**config.mk**
```make
export PLATFORM = sky130hd
export DESIGN_NAME = fsr_receiver
export DESIGN_NICKNAME = d
export VERILOG_FILES = /design/src/rtl/fsr_pkg.sv /design/src/rtl/fsr_receiver.sv
export VERILOG_INCLUDE_DIRS = /design/src /design/src/rtl
export SDC_FILE = /design/constraint.sdc
export NUM_CORES = 1
export LEC_CHECK = 0
export BUFFER_PORTS_ARGS = -buffer_cell sky130_fd_sc_hd__buf_2
export CAP_MARGIN = 25
export CORE_UTILIZATION = 45
export DETAILED_ROUTE_END_ITERATION = 10
export GPL_TIMING_DRIVEN = 0
export SLEW_MARGIN = 10
export SYNTH_ARGS = -nofsm -noshare
export SYNTH_HDL_FRONTEND = slang
export SYNTH_SLANG_ARGS = --single-unit
```
**constraint.sdc**
```tcl
create_clock -name clock -period 2.3 [get_ports clock]
set_clock_uncertainty 0.2 [all_clocks]
set_input_delay 0.345 -clock clock [delete_from_list [all_inputs] [get_ports clock]]
set_output_delay 0.345 -clock clock [all_outputs]
set_load 0.05 [all_outputs]
```
**src/rtl/fsr_defs.svh**
```systemverilog
`ifndef FSR_DEFS_SVH
`define FSR_DEFS_SVH
// ---------------------------------------------------------------
// timing
// ---------------------------------------------------------------
`define FSR_CLK_MHZ       125
`define FSR_UNIT_US       22000
`define FSR_UNIT_CYC      (`FSR_UNIT_US * `FSR_CLK_MHZ)
`define FSR_OVS_N         16
`define FSR_OVS_LAST      5'h0f
`define FSR_HALF_LAST     5'h07
`define FSR_TAIL_LONG     5'h0e
`define FSR_TAIL_SHORT    5'h08
`define FSR_LAST_BIT      3'h4
`define FSR_OPEN_TICKS    8'h80
// ---------------------------------------------------------------
// codes, first intelligence pulse in bit 0, marking = 1
// ---------------------------------------------------------------
`define FSR_CODE_LTRS     5'h1f
`define FSR_CODE_FIGS     5'h1b
`define FSR_CODE_LF       5'h02
`define FSR_CODE_CR       5'h08
`define FSR_CODE_BLANK    5'h00
`define FSR_SEQ_DEFAULT   10'h01b
`endif

```
**src/rtl/fsr_pkg.sv**
```systemverilog
package fsr_pkg;
    // receiver sequencing states
    typedef enum logic [2:0] {
        FSR_IDLE  = 3'b000,
        FSR_START = 3'b001,
        FSR_DATA  = 3'b010,
        FSR_STOP  = 3'b011,
        FSR_TAIL  = 3'b100
    } fsr_state_t;
endpackage : fsr_pkg

```
**src/rtl/fsr_receiver.sv**
```systemverilog
// Behaviour
// - five information intervals between start and stop
// - spacing start edge synchronises the sampling
// - marking stop interval closes each character
// - current is marking, no current is spacing
// - default stop lasts 1.42 units
// - option for one-unit stop interval
// - space after printable, suppressed for functions
// - line advance single or double, also local
// - code sequence triggers one special function
// - idle line marks; long spacing means open
// - letters/figures codes select persistent case
`include "fsr_defs.svh"
module fsr_receiver
    import fsr_pkg::*;
#(
    parameter int              UNIT_CYC  = `FSR_UNIT_CYC,
    parameter int              DEPTH     = 2,
    parameter int              SEQ_LEN   = 2,
    parameter logic [SEQ_LEN*5-1:0] SEQ_CODES = `FSR_SEQ_DEFAULT
) (
    input  wire logic       clock,
    input  wire logic       rst,
    input  wire logic       line_current,   // 1 = current flows
    input  wire logic       stop_short,     // 1 = 7.0 unit framing
    input  wire logic       double_line,    // line advance by two
    input  wire logic       local_line_req, // local line advance
    input  wire logic       out_ready,
    output logic            out_valid,
    output logic [4:0]      out_code,
    output logic            out_upper,
    output logic            out_space,
    output logic            out_line,
    output logic            out_line_two,
    output logic            out_seq,
    output logic            local_line_adv,
    output logic            frame_err,
    output logic            overrun,
    output logic            open_line
);
    // ---------------------------------------------------------------
    // constants
    // ---------------------------------------------------------------
    localparam int TICK_CYC = UNIT_CYC / `FSR_OVS_N; // 16x oversample
    localparam int AW       = (DEPTH > 1) ? $clog2(DEPTH) : 1;
    localparam int EW       = 10;                    // entry width

    // non-printing codes suppress the spacing advance
    function automatic logic fsr_nonprint(input logic [4:0] c);
        return (c == `FSR_CODE_LTRS) || (c == `FSR_CODE_FIGS) ||
               (c == `FSR_CODE_LF)   || (c == `FSR_CODE_CR)   ||
               (c == `FSR_CODE_BLANK);
    endfunction : fsr_nonprint

    // ---------------------------------------------------------------
    // receiver and decode state
    // ---------------------------------------------------------------
    fsr_state_t  st_q,   st_d;      // framing state
    logic [31:0] div_q,  div_d;     // oversample divider
    logic [4:0]  tck_q,  tck_d;     // ticks within interval
    logic [2:0]  bit_q,  bit_d;     // intelligence pulse index
    logic [4:0]  sh_q,   sh_d;      // captured pulses
    logic        prev_q, prev_d;    // line level one cycle ago
    logic [7:0]  spc_q,  spc_d;     // spacing run length in ticks
    logic        pend_q, pend_d;    // character awaiting buffer
    logic [4:0]  pcode_q, pcode_d;  // that character
    logic        upper_q, upper_d;  // figures case selected
    logic [3:0]  sidx_q, sidx_d;    // sequence progress
    logic        fe_q,   fe_d;
    logic        ov_q,   ov_d;
    logic        lla_q,  lla_d;
    logic        open_q, open_d;
    logic        tick;              // oversample enable
    logic        done;              // good character captured
    logic        push;              // pending word enters buffer
    logic        in_ready;          // buffer has room
    logic        seq_fire;          // sequence completed
    logic [4:0]  tail_last;         // last tick of stop remainder
    logic [EW-1:0] entry;           // word written to buffer

    assign tick      = (div_q == 32'(TICK_CYC - 1));
    assign tail_last = (stop_short ? `FSR_TAIL_SHORT
                                   : `FSR_TAIL_LONG) - 5'h01;
    assign push      = pend_q && in_ready;

    // next state of framing, decode and flags
    always_comb begin
        st_d    = st_q;
        div_d   = tick ? 32'h0 : div_q + 32'h1;
        tck_d   = tck_q;
        bit_d   = bit_q;
        sh_d    = sh_q;
        prev_d  = line_current;
        spc_d   = spc_q;
        pend_d  = pend_q;
        pcode_d = pcode_q;
        upper_d = upper_q;
        sidx_d  = sidx_q;
        fe_d    = 1'b0;
        ov_d    = 1'b0;
        lla_d   = local_line_req;
        done    = 1'b0;
        seq_fire = 1'b0;
        // spacing run, continuous spacing marks an open line
        if (line_current) begin
            spc_d = 8'h00;
        end else if (tick && spc_q != `FSR_OPEN_TICKS) begin
            spc_d = spc_q + 8'h01;
        end
        open_d = (spc_q == `FSR_OPEN_TICKS);
        unique case (st_q)
            FSR_IDLE: begin
                // mark to space edge opens a character
                if (prev_q && !line_current) begin
                    st_d  = FSR_START;
                    div_d = 32'h0;
                    tck_d = 5'h00;
                end
            end
            FSR_START: begin
                if (tick) begin
                    if (tck_q == `FSR_HALF_LAST) begin
                        // centre of start must still be spacing
                        st_d  = line_current ? FSR_IDLE : FSR_DATA;
                        tck_d = 5'h00;
                        bit_d = 3'h0;
                    end else begin
                        tck_d = tck_q + 5'h01;
                    end
                end
            end
            FSR_DATA: begin
                if (tick) begin
                    if (tck_q == `FSR_OVS_LAST) begin
                        // centre sample of one pulse
                        sh_d  = {line_current, sh_q[4:1]};
                        tck_d = 5'h00;
                        if (bit_q == `FSR_LAST_BIT) begin
                            st_d = FSR_STOP;
                        end else begin
                            bit_d = bit_q + 3'h1;
                        end
                    end else begin
                        tck_d = tck_q + 5'h01;
                    end
                end
            end
            FSR_STOP: begin
                if (tick) begin
                    if (tck_q == `FSR_OVS_LAST) begin
                        tck_d = 5'h00;
                        if (line_current) begin
                            st_d = FSR_TAIL;
                            done = 1'b1;
                        end else begin
                            st_d = FSR_IDLE;
                            fe_d = 1'b1;
                        end
                    end else begin
                        tck_d = tck_q + 5'h01;
                    end
                end
            end
            FSR_TAIL: begin
                // rest of the stop interval, length by framing
                if (tick) begin
                    if (tck_q == tail_last) begin
                        st_d = FSR_IDLE;
                    end else begin
                        tck_d = tck_q + 5'h01;
                    end
                end
            end
            default: begin
                st_d = FSR_IDLE;
            end
        endcase
        // sequence matcher and case shift on buffer entry
        if (push) begin
            pend_d = 1'b0;
            if (pcode_q == SEQ_CODES[sidx_q*5 +: 5]) begin
                if (sidx_q == 4'(SEQ_LEN - 1)) begin
                    seq_fire = 1'b1;
                    sidx_d   = 4'h0;
                end else begin
                    sidx_d = sidx_q + 4'h1;
                end
            end else if (pcode_q == SEQ_CODES[4:0]) begin
                sidx_d = (SEQ_LEN == 1) ? 4'h0 : 4'h1;
                seq_fire = (SEQ_LEN == 1);
            end else begin
                sidx_d = 4'h0;
            end
            if (pcode_q == `FSR_CODE_LTRS) begin
                upper_d = 1'b0;
            end else if (pcode_q == `FSR_CODE_FIGS) begin
                upper_d = 1'b1;
            end
        end
        // captured character waits for buffer room
        if (done) begin
            if (pend_q && !push) begin
                ov_d = 1'b1;
            end else begin
                pend_d  = 1'b1;
                pcode_d = sh_q;
            end
        end
    end

    assign entry = {pcode_q, upper_d,
                    !fsr_nonprint(pcode_q) && !seq_fire,
                    pcode_q == `FSR_CODE_LF,
                    double_line, seq_fire};

    // registers of framing, decode and flags
    always_ff @(posedge clock) begin
        if (rst) begin
            st_q    <= FSR_IDLE;
            div_q   <= 32'h0;
            tck_q   <= 5'h00;
            bit_q   <= 3'h0;
            sh_q    <= 5'h00;
            prev_q  <= 1'b0;
            spc_q   <= 8'h00;
            pend_q  <= 1'b0;
            pcode_q <= 5'h00;
            upper_q <= 1'b0;
            sidx_q  <= 4'h0;
            fe_q    <= 1'b0;
            ov_q    <= 1'b0;
            lla_q   <= 1'b0;
            open_q  <= 1'b0;
        end else begin
            st_q    <= st_d;
            div_q   <= div_d;
            tck_q   <= tck_d;
            bit_q   <= bit_d;
            sh_q    <= sh_d;
            prev_q  <= prev_d;
            spc_q   <= spc_d;
            pend_q  <= pend_d;
            pcode_q <= pcode_d;
            upper_q <= upper_d;
            sidx_q  <= sidx_d;
            fe_q    <= fe_d;
            ov_q    <= ov_d;
            lla_q   <= lla_d;
            open_q  <= open_d;
        end
    end

    // ---------------------------------------------------------------
    // two-entry output buffer
    // ---------------------------------------------------------------
    logic [EW-1:0] mem_q [DEPTH];   // entries
    logic [EW-1:0] mem_d [DEPTH];
    logic [AW-1:0] wr_q, wr_d;      // write pointer
    logic [AW-1:0] rd_q, rd_d;      // read pointer
    logic [AW:0]   cnt_q, cnt_d;    // fill level
    logic          pop;

    assign in_ready  = (cnt_q != (AW+1)'(DEPTH));
    assign out_valid = (cnt_q != '0);
    assign pop       = out_valid && out_ready;

    // next pointers and contents
    always_comb begin
        mem_d = mem_q;
        wr_d  = wr_q;
        rd_d  = rd_q;
        cnt_d = cnt_q;
        if (push) begin
            mem_d[wr_q] = entry;
            wr_d = (wr_q == AW'(DEPTH - 1)) ? '0 : wr_q + AW'(1);
        end
        if (pop) begin
            rd_d = (rd_q == AW'(DEPTH - 1)) ? '0 : rd_q + AW'(1);
        end
        if (push && !pop) begin
            cnt_d = cnt_q + (AW+1)'(1);
        end else if (pop && !push) begin
            cnt_d = cnt_q - (AW+1)'(1);
        end
    end

    // buffer registers
    always_ff @(posedge clock) begin
        if (rst) begin
            for (int i = 0; i < DEPTH; i++) begin
                mem_q[i] <= '0;
            end
            wr_q  <= '0;
            rd_q  <= '0;
            cnt_q <= '0;
        end else begin
            mem_q <= mem_d;
            wr_q  <= wr_d;
            rd_q  <= rd_d;
            cnt_q <= cnt_d;
        end
    end

    assign {out_code, out_upper, out_space, out_line,
            out_line_two, out_seq} = mem_q[rd_q];
    assign local_line_adv = lla_q;
    assign frame_err      = fe_q;
    assign overrun        = ov_q;
    assign open_line      = open_q;

    // ---------------------------------------------------------------
    // checks
    // ---------------------------------------------------------------
    AST_START_EDGE: assert property (@(posedge clock) disable iff (rst)
        st_q == FSR_IDLE && st_d == FSR_START |-> prev_q && !line_current)
        else $error("start without mark to space edge");
    AST_START_CENTRE: assert property (@(posedge clock) disable iff (rst)
        st_q == FSR_START && st_d == FSR_DATA |-> !line_current)
        else $error("data entered on marking start");
    AST_FIVE_BITS: assert property (@(posedge clock) disable iff (rst)
        st_q == FSR_DATA && st_d == FSR_STOP |-> bit_q == 3'h4)
        else $error("stop reached after wrong pulse count");
    // a character that finds the pending slot free or being pushed is kept
    AST_STOP_MARK: assert property (@(posedge clock) disable iff (rst)
        done && (!pend_q || push)
        |-> line_current ##1 pend_q && pcode_q == $past(sh_q))
        else $error("character kept without marking stop");
    AST_OVR_DROP: assert property (@(posedge clock) disable iff (rst)
        done && pend_q && !push |=> overrun && $stable(pcode_q))
        else $error("overrun not flagged or pending word replaced");
    AST_FRAME_DROP: assert property (@(posedge clock) disable iff (rst)
        st_q == FSR_STOP && st_d == FSR_IDLE |=> frame_err && !$rose(pend_q))
        else $error("framing error not flagged or word kept");
    AST_TAIL_LEN: assert property (@(posedge clock) disable iff (rst)
        st_q == FSR_TAIL |-> tck_q <= (stop_short ? 5'h07 : 5'h0d))
        else $error("stop remainder too long");
    AST_SHORT_TAIL: assert property (@(posedge clock) disable iff (rst)
        st_q == FSR_TAIL && tick && tck_q == 5'h07 && stop_short
        |=> st_q == FSR_IDLE)
        else $error("short stop not honoured");
    AST_OPEN_LINE: assert property (@(posedge clock) disable iff (rst)
        open_line |-> $past(!line_current, 2))
        else $error("open line with current flowing");
    AST_SPACE_SUPP: assert property (@(posedge clock) disable iff (rst)
        out_valid && out_space |-> !fsr_nonprint(out_code) && !out_seq)
        else $error("space advance on function code");
    AST_LINE_CODE: assert property (@(posedge clock) disable iff (rst)
        out_valid && out_line |-> out_code == `FSR_CODE_LF)
        else $error("line advance on wrong code");
    AST_LOCAL_LINE: assert property (@(posedge clock) disable iff (rst)
        local_line_req |=> local_line_adv)
        else $error("local line request lost");
    AST_FIGS_CASE: assert property (@(posedge clock) disable iff (rst)
        push && pcode_q == `FSR_CODE_FIGS |=> upper_q [*2])
        else $error("figures case not held");
    AST_SEQ_SINGLE: assert property (@(posedge clock) disable iff (rst)
        seq_fire |=> sidx_q == 4'h0)
        else $error("sequence not restarted");
    AST_BUF_FULL: assert property (@(posedge clock) disable iff (rst)
        pend_q && !in_ready |=> pend_q && $stable(pcode_q))
        else $error("pending word lost under stall");
endmodule : fsr_receiver

```
==> qor.csv, run 1 <==
metric,value,unit
status,"finished, violations left",
violations,setup timing,
hold_viol,0,
combPwrFrac,11.5,%
viasPerCell,5.40,
cp.required,2.40,ns
ys_ff_latch,96,
setup_viol,2,
grt.overflow.total,0,
layout_commonest_cell,dfxtp_1,
period_minus_slack,2.31,ns
hold_slack,0.0157,ns
clock-sinks,96,
grt_max_degree,18,
firstDrtPassIters,4,
worstHoldPathType,in2reg,
worstSkewPairLatency,0.37,ns
ios,22,
report.final.slew_viol_count,0,
yosys_warnings,0,
maxCapViolCount,0,
rsz0062_at_grt,yes,
netlist_top_cells_area,"dfxtp_1 (40%), nor2_1 (5.6%), nand2_1 (4.6%)",
p_leak,1.98,nW
synth_edf_count,0,
synth_area,4830,sq um
crit_fanout,8,
worst_pin_slew,0.744,ns
cp-end-kind,flip-flop,
syn_inst,561,
grt_use_total,20.5,%
period_share,101,%
root_buffer,clkbuf_8,
grt_pass1_vias,3906,
yosysTopAreaCellShare,39.8,%
criticalPathCategory,reg2reg,
clkPwrFrac,36.0,%
yosysSeqAreaShare,39.8,%
antenna_found_initial,0,
sequentialPowerShare,52.5,%
synth_nets,580,
ant_nets,0,
p_int,2.38,mW
portBuffers,20,
rows,37,
hpwl,7.71,mm
maxSlewHeadroom,50.2,%
setup_slack,-0.0125,ns
synth.largest_area_cell,dfxtp_1,
wl,11.0,mm
num_antenna_cells,0,
core,10400,sq um
numCtsBuffers,9,
remaining_drc_errors,0,
max_freq,0.432,GHz
avgRoutedWirePerCell,14.6,um
die_w,106,um
first_iter_violations,178,
gp_congestion,0.830,
final_cell_mix,"dfxtp_1 (84), nor2_1 (72), nand2_1 (58)",
h-tree-depth,3,
worstSetupStartpointType,flip-flop,
synth_ff_type,dfxtp_1,
syn_area_per_cell,8.61,sq um
async_flop_share,0,%
synth_cell_types,65,
dp_worst_setup_slack,-0.262,ns
initial_core_util,46.6,%
clk_pin_slew,0.09,ns
die_h,106,um
swShare,27.0,%
area_growth,17.0,%
dieArea,11100,sq um
num_vias,4068,
powerDensity,577,nW/um^2
nets,631,
cts_tree,done,
ir_drop,407,uV
p_sw,880,uW
cp.arrival,2.41,ns
drive_gt1_share,21.4,%
grt_pass1_wl,18.5,mm
clk_path_buf_depth,2,
## synth_stat cells, types with 2 or more instances
cell / n
clkbuf_1: 18
o21ai_0: 14
nor4b_1: 3
a311oi_1: 2
a211oi_1: 6
nor4_1: 11
or2_2: 2
o211ai_1: 2
and3_1: 2
buf_1: 3
nor2_1: 72
inv_1: 19
and4b_1: 2
xnor2_1: 24
mux2_2: 11
nand4b_1: 2
buf_6: 2
nand4_1: 16
nor4_4: 3
ha_1: 12
nand2_1: 59
and2_1: 6
dfxtp_1: 96
or3_1: 8
nand3_1: 24
nand2b_1: 3
and4_2: 2
nor3b_1: 7
xor2_1: 11
nor2b_1: 3
o31ai_1: 2
o21a_1: 2
nor3_1: 17
nand3b_1: 5
or4_1: 3
buf_2: 2
nor4_2: 4
and4_1: 5
mux2i_1: 18
a21oi_1: 32
or2_1: 2
## registers in the layout, summed over array words and instances, names as in the netlist
signal	flops
bit_q	3
cnt_q	2
div_q	32
frame_err	1
local_line_adv	1
mem_q	20
open_line	1
overrun	1
pcode_q	5
pend_q	1
prev_q	1
rd_q	1
sh_q	5
sidx_q	4
spc_q	8
st_q	3
tck_q	5
upper_q	1
wr_q	1
## worst max-delay path, stage by stage (launching register included)
cell and delay (ns):
dfxtp_2 0.33, inv_2 0.06, ha_4 0.12, nor4b_4 0.28, nand3_2 0.11, or3_1 0.37
buf_6 0.15, or4_4 0.48, a21oi_2 0.14
## per-layer routing
metal | track usage (%) | vias to the layer above | wire, um
li1 | - | 2084 | -
met1 | 27.4 | 1928 | 5500
met2 | 32.5 | 42 | 5040
met3 | 3.15 | 14 | 249
met4 | 9.52 | 0 | 194
met5 | 0 | - | 0
## repair_timing
action	in CTS	in global routing
setup buffers	10	11
endpoints found under the setup margin	31	57
hold buffers	1	0
resized for setup	19	38
pin swaps	8	14
endpoints found under the hold margin	1	0
## power by group through the flow
stage | Clock (mW) | Sequential, mW | Combinational (mW)
after global routing | 1.28 | 1.72 | 0.409
final | 1.17 | 1.71 | 0.374
after CTS | 1.21 | 1.71 | 0.346
after detailed placement | 0 | 1.74 | 0.321
after global placement | 0 | 1.74 | 0.319
after floorplan | 0 | 1.74 | 0.246
## per-stage QoR
stage / util [%] / cell area, sq um / std cells / power (mW) / setup TNS, ns
global route: 54.5 / 5650 / 753 / 3.41 / -0.657
finish: 54.5 / 5650 / 753 / 3.26 / -0.0138
CTS: 52.6 / 5460 / 742 / 3.27 / 0
global placement: 49.2 / 5100 / 717 / 2.06 / -2.65
floorplan: - / 4830 / 561 / 1.99 / 0
detailed placement: 49.2 / 5100 / 717 / 2.06 / -3.16
## final cells by class
| cell class | instances | area (sq um) |
|---|---|---|
| flip-flops and latches | 96 | 1940 |
| plain buffers | 24 | 123 |
| clock inverters | 6 | 75.1 |
| well taps | 136 | 170 |
| multi-input cells | 420 | 2860 |
| clock buffers | 10 | 138 |
| repair buffers | 42 | 272 |
| inverters | 19 | 71.3 |
| fillers | 985 | 4720 |
## path summary, 6_finish.rpt
path	start	endpoint	slack (ns)	depth (start not counted)
min reg2reg	mem_q[15]$_SDFFE_PP0P_	mem_q[15]$_SDFFE_PP0P_	0.26	2
min	double_line	mem_q[11]$_SDFFE_PP0P_	0.02	3
max reg2reg	div_q[0]$_SDFF_PP0_	spc_q[2]$_SDFFE_PP0P_	-0.01	8
max	div_q[0]$_SDFF_PP0_	spc_q[2]$_SDFFE_PP0P_	-0.01	8
## kinds of logic (layout without fill, tap and decap cells)
group | after synthesis | in the layout | share of synthesized area (%)
xor+xnor | 35 | 35 | 6.35
simple gates | 273 | 273 | 31.6
compound gates | 71 | 71 | 8.91
buf+inv | 45 | 101 | 3.94
flops | 96 | 96 | 39.8
fa+ha+maj | 12 | 12 | 3.11
mux | 29 | 29 | 6.30
No activity file was read; power rests on OpenSTA's default activity.
==> run 2, diff against run 1 <==
--- a/config.mk
+++ b/config.mk
@@ -10,7 +10,6 @@
 export CAP_MARGIN = 25
 export CORE_UTILIZATION = 45
 export DETAILED_ROUTE_END_ITERATION = 10
-export GPL_TIMING_DRIVEN = 0
 export SLEW_MARGIN = 10
 export SYNTH_ARGS = -nofsm -noshare
 export SYNTH_HDL_FRONTEND = slang
==> run 2 against run 1 <==
The run now ends clean. Global-route usage rose by 0.18 points. Via count decreased by 1.2%. Critical path depth shrank 3. Sequential power is essentially flat. Combinational power is 6.1% lower. Clock power fell by 12%. Flip-flop and latch count unchanged. Critical path type unchanged.
==> qor.csv, run 2 (synthesis gave the netlist of run 1 again) <==
metric,value,unit,change
status,"finished, final reports clean",,
grt_pass1_wl,18.6,mm,+0.94%
area_growth,15.3,%,
min_from,double_line,,
grt_pass1_vias,3950,,+1.1%
criticalPathCategory,reg2reg,,
die_w,106,um,unchanged
final_cell_count_no_fill,750,,-0.40%
core,10400,sq um,unchanged
period_minus_slack,2.21,ns,-0.0999 ns
rows,37,,unchanged
grt_use_total,20.7,%,+0.18 points
post_dp_cell_area,5280,sq um,+3.5%
placedCellCount,729,,+1.7%
hold_viol,0,,unchanged
numCtsBuffers,9,,unchanged
worst_pin_slew,0.570,ns,-0.174 ns
setup_viol,0,,-2
rr_endpoint,div_q[31]$_SDFF_PP0_,,
p_leak,2.00,nW,+1.0%
nFillCells,1018,,+3.4%
drive_gt1_share,20.2,%,-1.2 points
clk_pin_slew,0.10,ns,about the same
largest_reg_flops,32,,unchanged
initial_core_util,46.6,%,unchanged
ir_drop,313,uV,-23%
r2r_slack,0.09,ns,+0.10 ns
grtUsageMet1,27.5,%,+0.085 points
remaining_drc_errors,0,,unchanged
clock-sinks,96,,unchanged
wl,10.8,mm,-2.1%
layout_commonest_cell,dfxtp_1,,
hold_end,mem_q[11]$_SDFFE_PP0P_,,
cts_tree,done,,
max_freq,0.452,GHz,+4.5%
h-tree-depth,3,,unchanged
cp.required,2.40,ns,about the same
largestRegisters,"div_q: 32 flops, mem_q: 20 flops, spc_q: 8 flops",,
grt_max_degree,32,,+14
first_iter_violations,198,,+11%
powerDensity,556,nW/um^2,-3.6%
hold_slack,0.0204,ns,+0.00472 ns
grt.overflow.total,0,,unchanged
r2r-start,div_q[3]$_SDFF_PP0_,,
design_area,5570,sq um,-1.5%
num_vias,4021,,-1.2%
reg2regPathDepth,5,,-3
worstSetupStartpointType,flip-flop,,
maxCapViolCount,0,,unchanged
viasPerCell,5.36,,-0.76%
crit_fanout,6,,-2
period_share,96.2,%,-4.3 points
rsz0062_at_grt,yes,,
maxSlewHeadroom,61.9,%,+12 points
ios,22,,unchanged
final_cell_mix,"dfxtp_1 (91), nor2_1 (72), nand2_1 (59)",,
report.final.slew_viol_count,0,,unchanged
busiest_layer,met2,,
avgRoutedWirePerCell,14.3,um,-1.7%
top_register,div_q,,
hpwl,7.80,mm,+1.2%
holdPathStages,3,,unchanged
gp_congestion,0.789,,-4.9%
worstHoldPathType,in2reg,,
antenna_found_initial,0,,unchanged
ant_nets,0,,unchanged
clk_path_buf_depth,2,,unchanged
cp-end-kind,flip-flop,,
nets,628,,-0.48%
root_buffer,clkbuf_8,,
cp.arrival,2.31,ns,-0.10 ns
die_h,106,um,unchanged
firstDrtPassIters,5,,+1
portBuffers,21,,+5.0%
dieArea,11100,sq um,unchanged
num_antenna_cells,0,,unchanged
gr-usage-met3,3.96,%,+0.80 points
worstSkewPairLatency,0.37,ns,about the same
grtUsageMet2,34.2,%,+1.7 points
## run 2: cell count changes in the layout (fill, tap and decap cells not counted), sizes merged
cell / previous run / this run
inv: 21 / 20
clkinv: 2 / 4
clkbuf: 26 / 10
buf: 49 / 62
bufinv: 1 / 0
## run 2: what timing repair did
action | 4_1_cts | 5_1_grt
setup endpoints to repair | 0 | 23
buffers inserted | 0 | 4
hold endpoints to repair | 1 | 0
hold buffers | 1 | 0
resized for setup | 0 | 16
## run 2: worst max-delay path by stage
stage | start | end | slack, ns | cells past startpoint
finish | div_q[3]$_SDFF_PP0_ | div_q[31]$_SDFF_PP0_ | 0.09 | 5
global route | div_q[0]$_SDFF_PP0_ | tck_q[2]$_SDFFE_PP0P_ | -0.02 | 10
CTS | div_q[0]$_SDFF_PP0_ | sh_q[0]$_SDFFE_PP0P_ | 0.00009 | 9
detailed placement | div_q[0]$_SDFF_PP0_ | spc_q[2]$_SDFFE_PP0P_ | 0.04 | 7
global placement | div_q[0]$_SDFF_PP0_ | sh_q[1]$_SDFFE_PP0P_ | 0.09 | 9
floorplan | div_q[0]$_SDFF_PP0_ | st_q[0]$_SDFFE_PP0P_ | 0.10 | 8
## run 2: through the flow
stage	setup slack, ns	utilization (%)	power (mW)	TNS [ns]
floorplan	0.101	-	1.99	0
global placement	0.0854	50.9	2.08	0
detailed placement	0.0430	50.9	2.08	0
CTS	0.0000882	52.7	3.12	0
global route	-0.0199	53.7	3.24	-0.0408
finish	0.0874	53.7	3.10	0
## run 2: layer usage
layer	vias to the layer above	share of wire [%]	wire length [um]
li1	2081	-	-
met1	1881	48	5160
met2	49	48	5150
met3	10	3.0	319
met4	0	1.1	121
met5	-	0	0
## run 2: power by group
| group | switching (mW) | internal, mW | leakage, nW | total, mW |
|---|---|---|---|---|
| registers | 0.0320 | 1.69 | 0.776 | 1.72 |
| clock network | 0.600 | 0.426 | 0.0926 | 1.03 |
| logic | 0.203 | 0.148 | 1.13 | 0.351 |
## run 2: worst max-delay path, cell delays in order (launching register included)
cell,delay [ns]
dfxtp_1,0.48
and4_4,0.31
nand4_4,0.12
or3_4,0.42
or4_1,0.47
a21oi_1,0.15
## run 2: layout make-up
cell class              count  area, sq um  share of cell area, %
well taps                 136          170                   3.06
repair buffers             63          439                   7.89
flip-flops and latches     96         1930                   34.6
clock buffers              10          138                   2.47
inverters                  19         71.3                   1.28
clock inverters             6         43.8                  0.787
multi-input cells         420         2780                   49.9
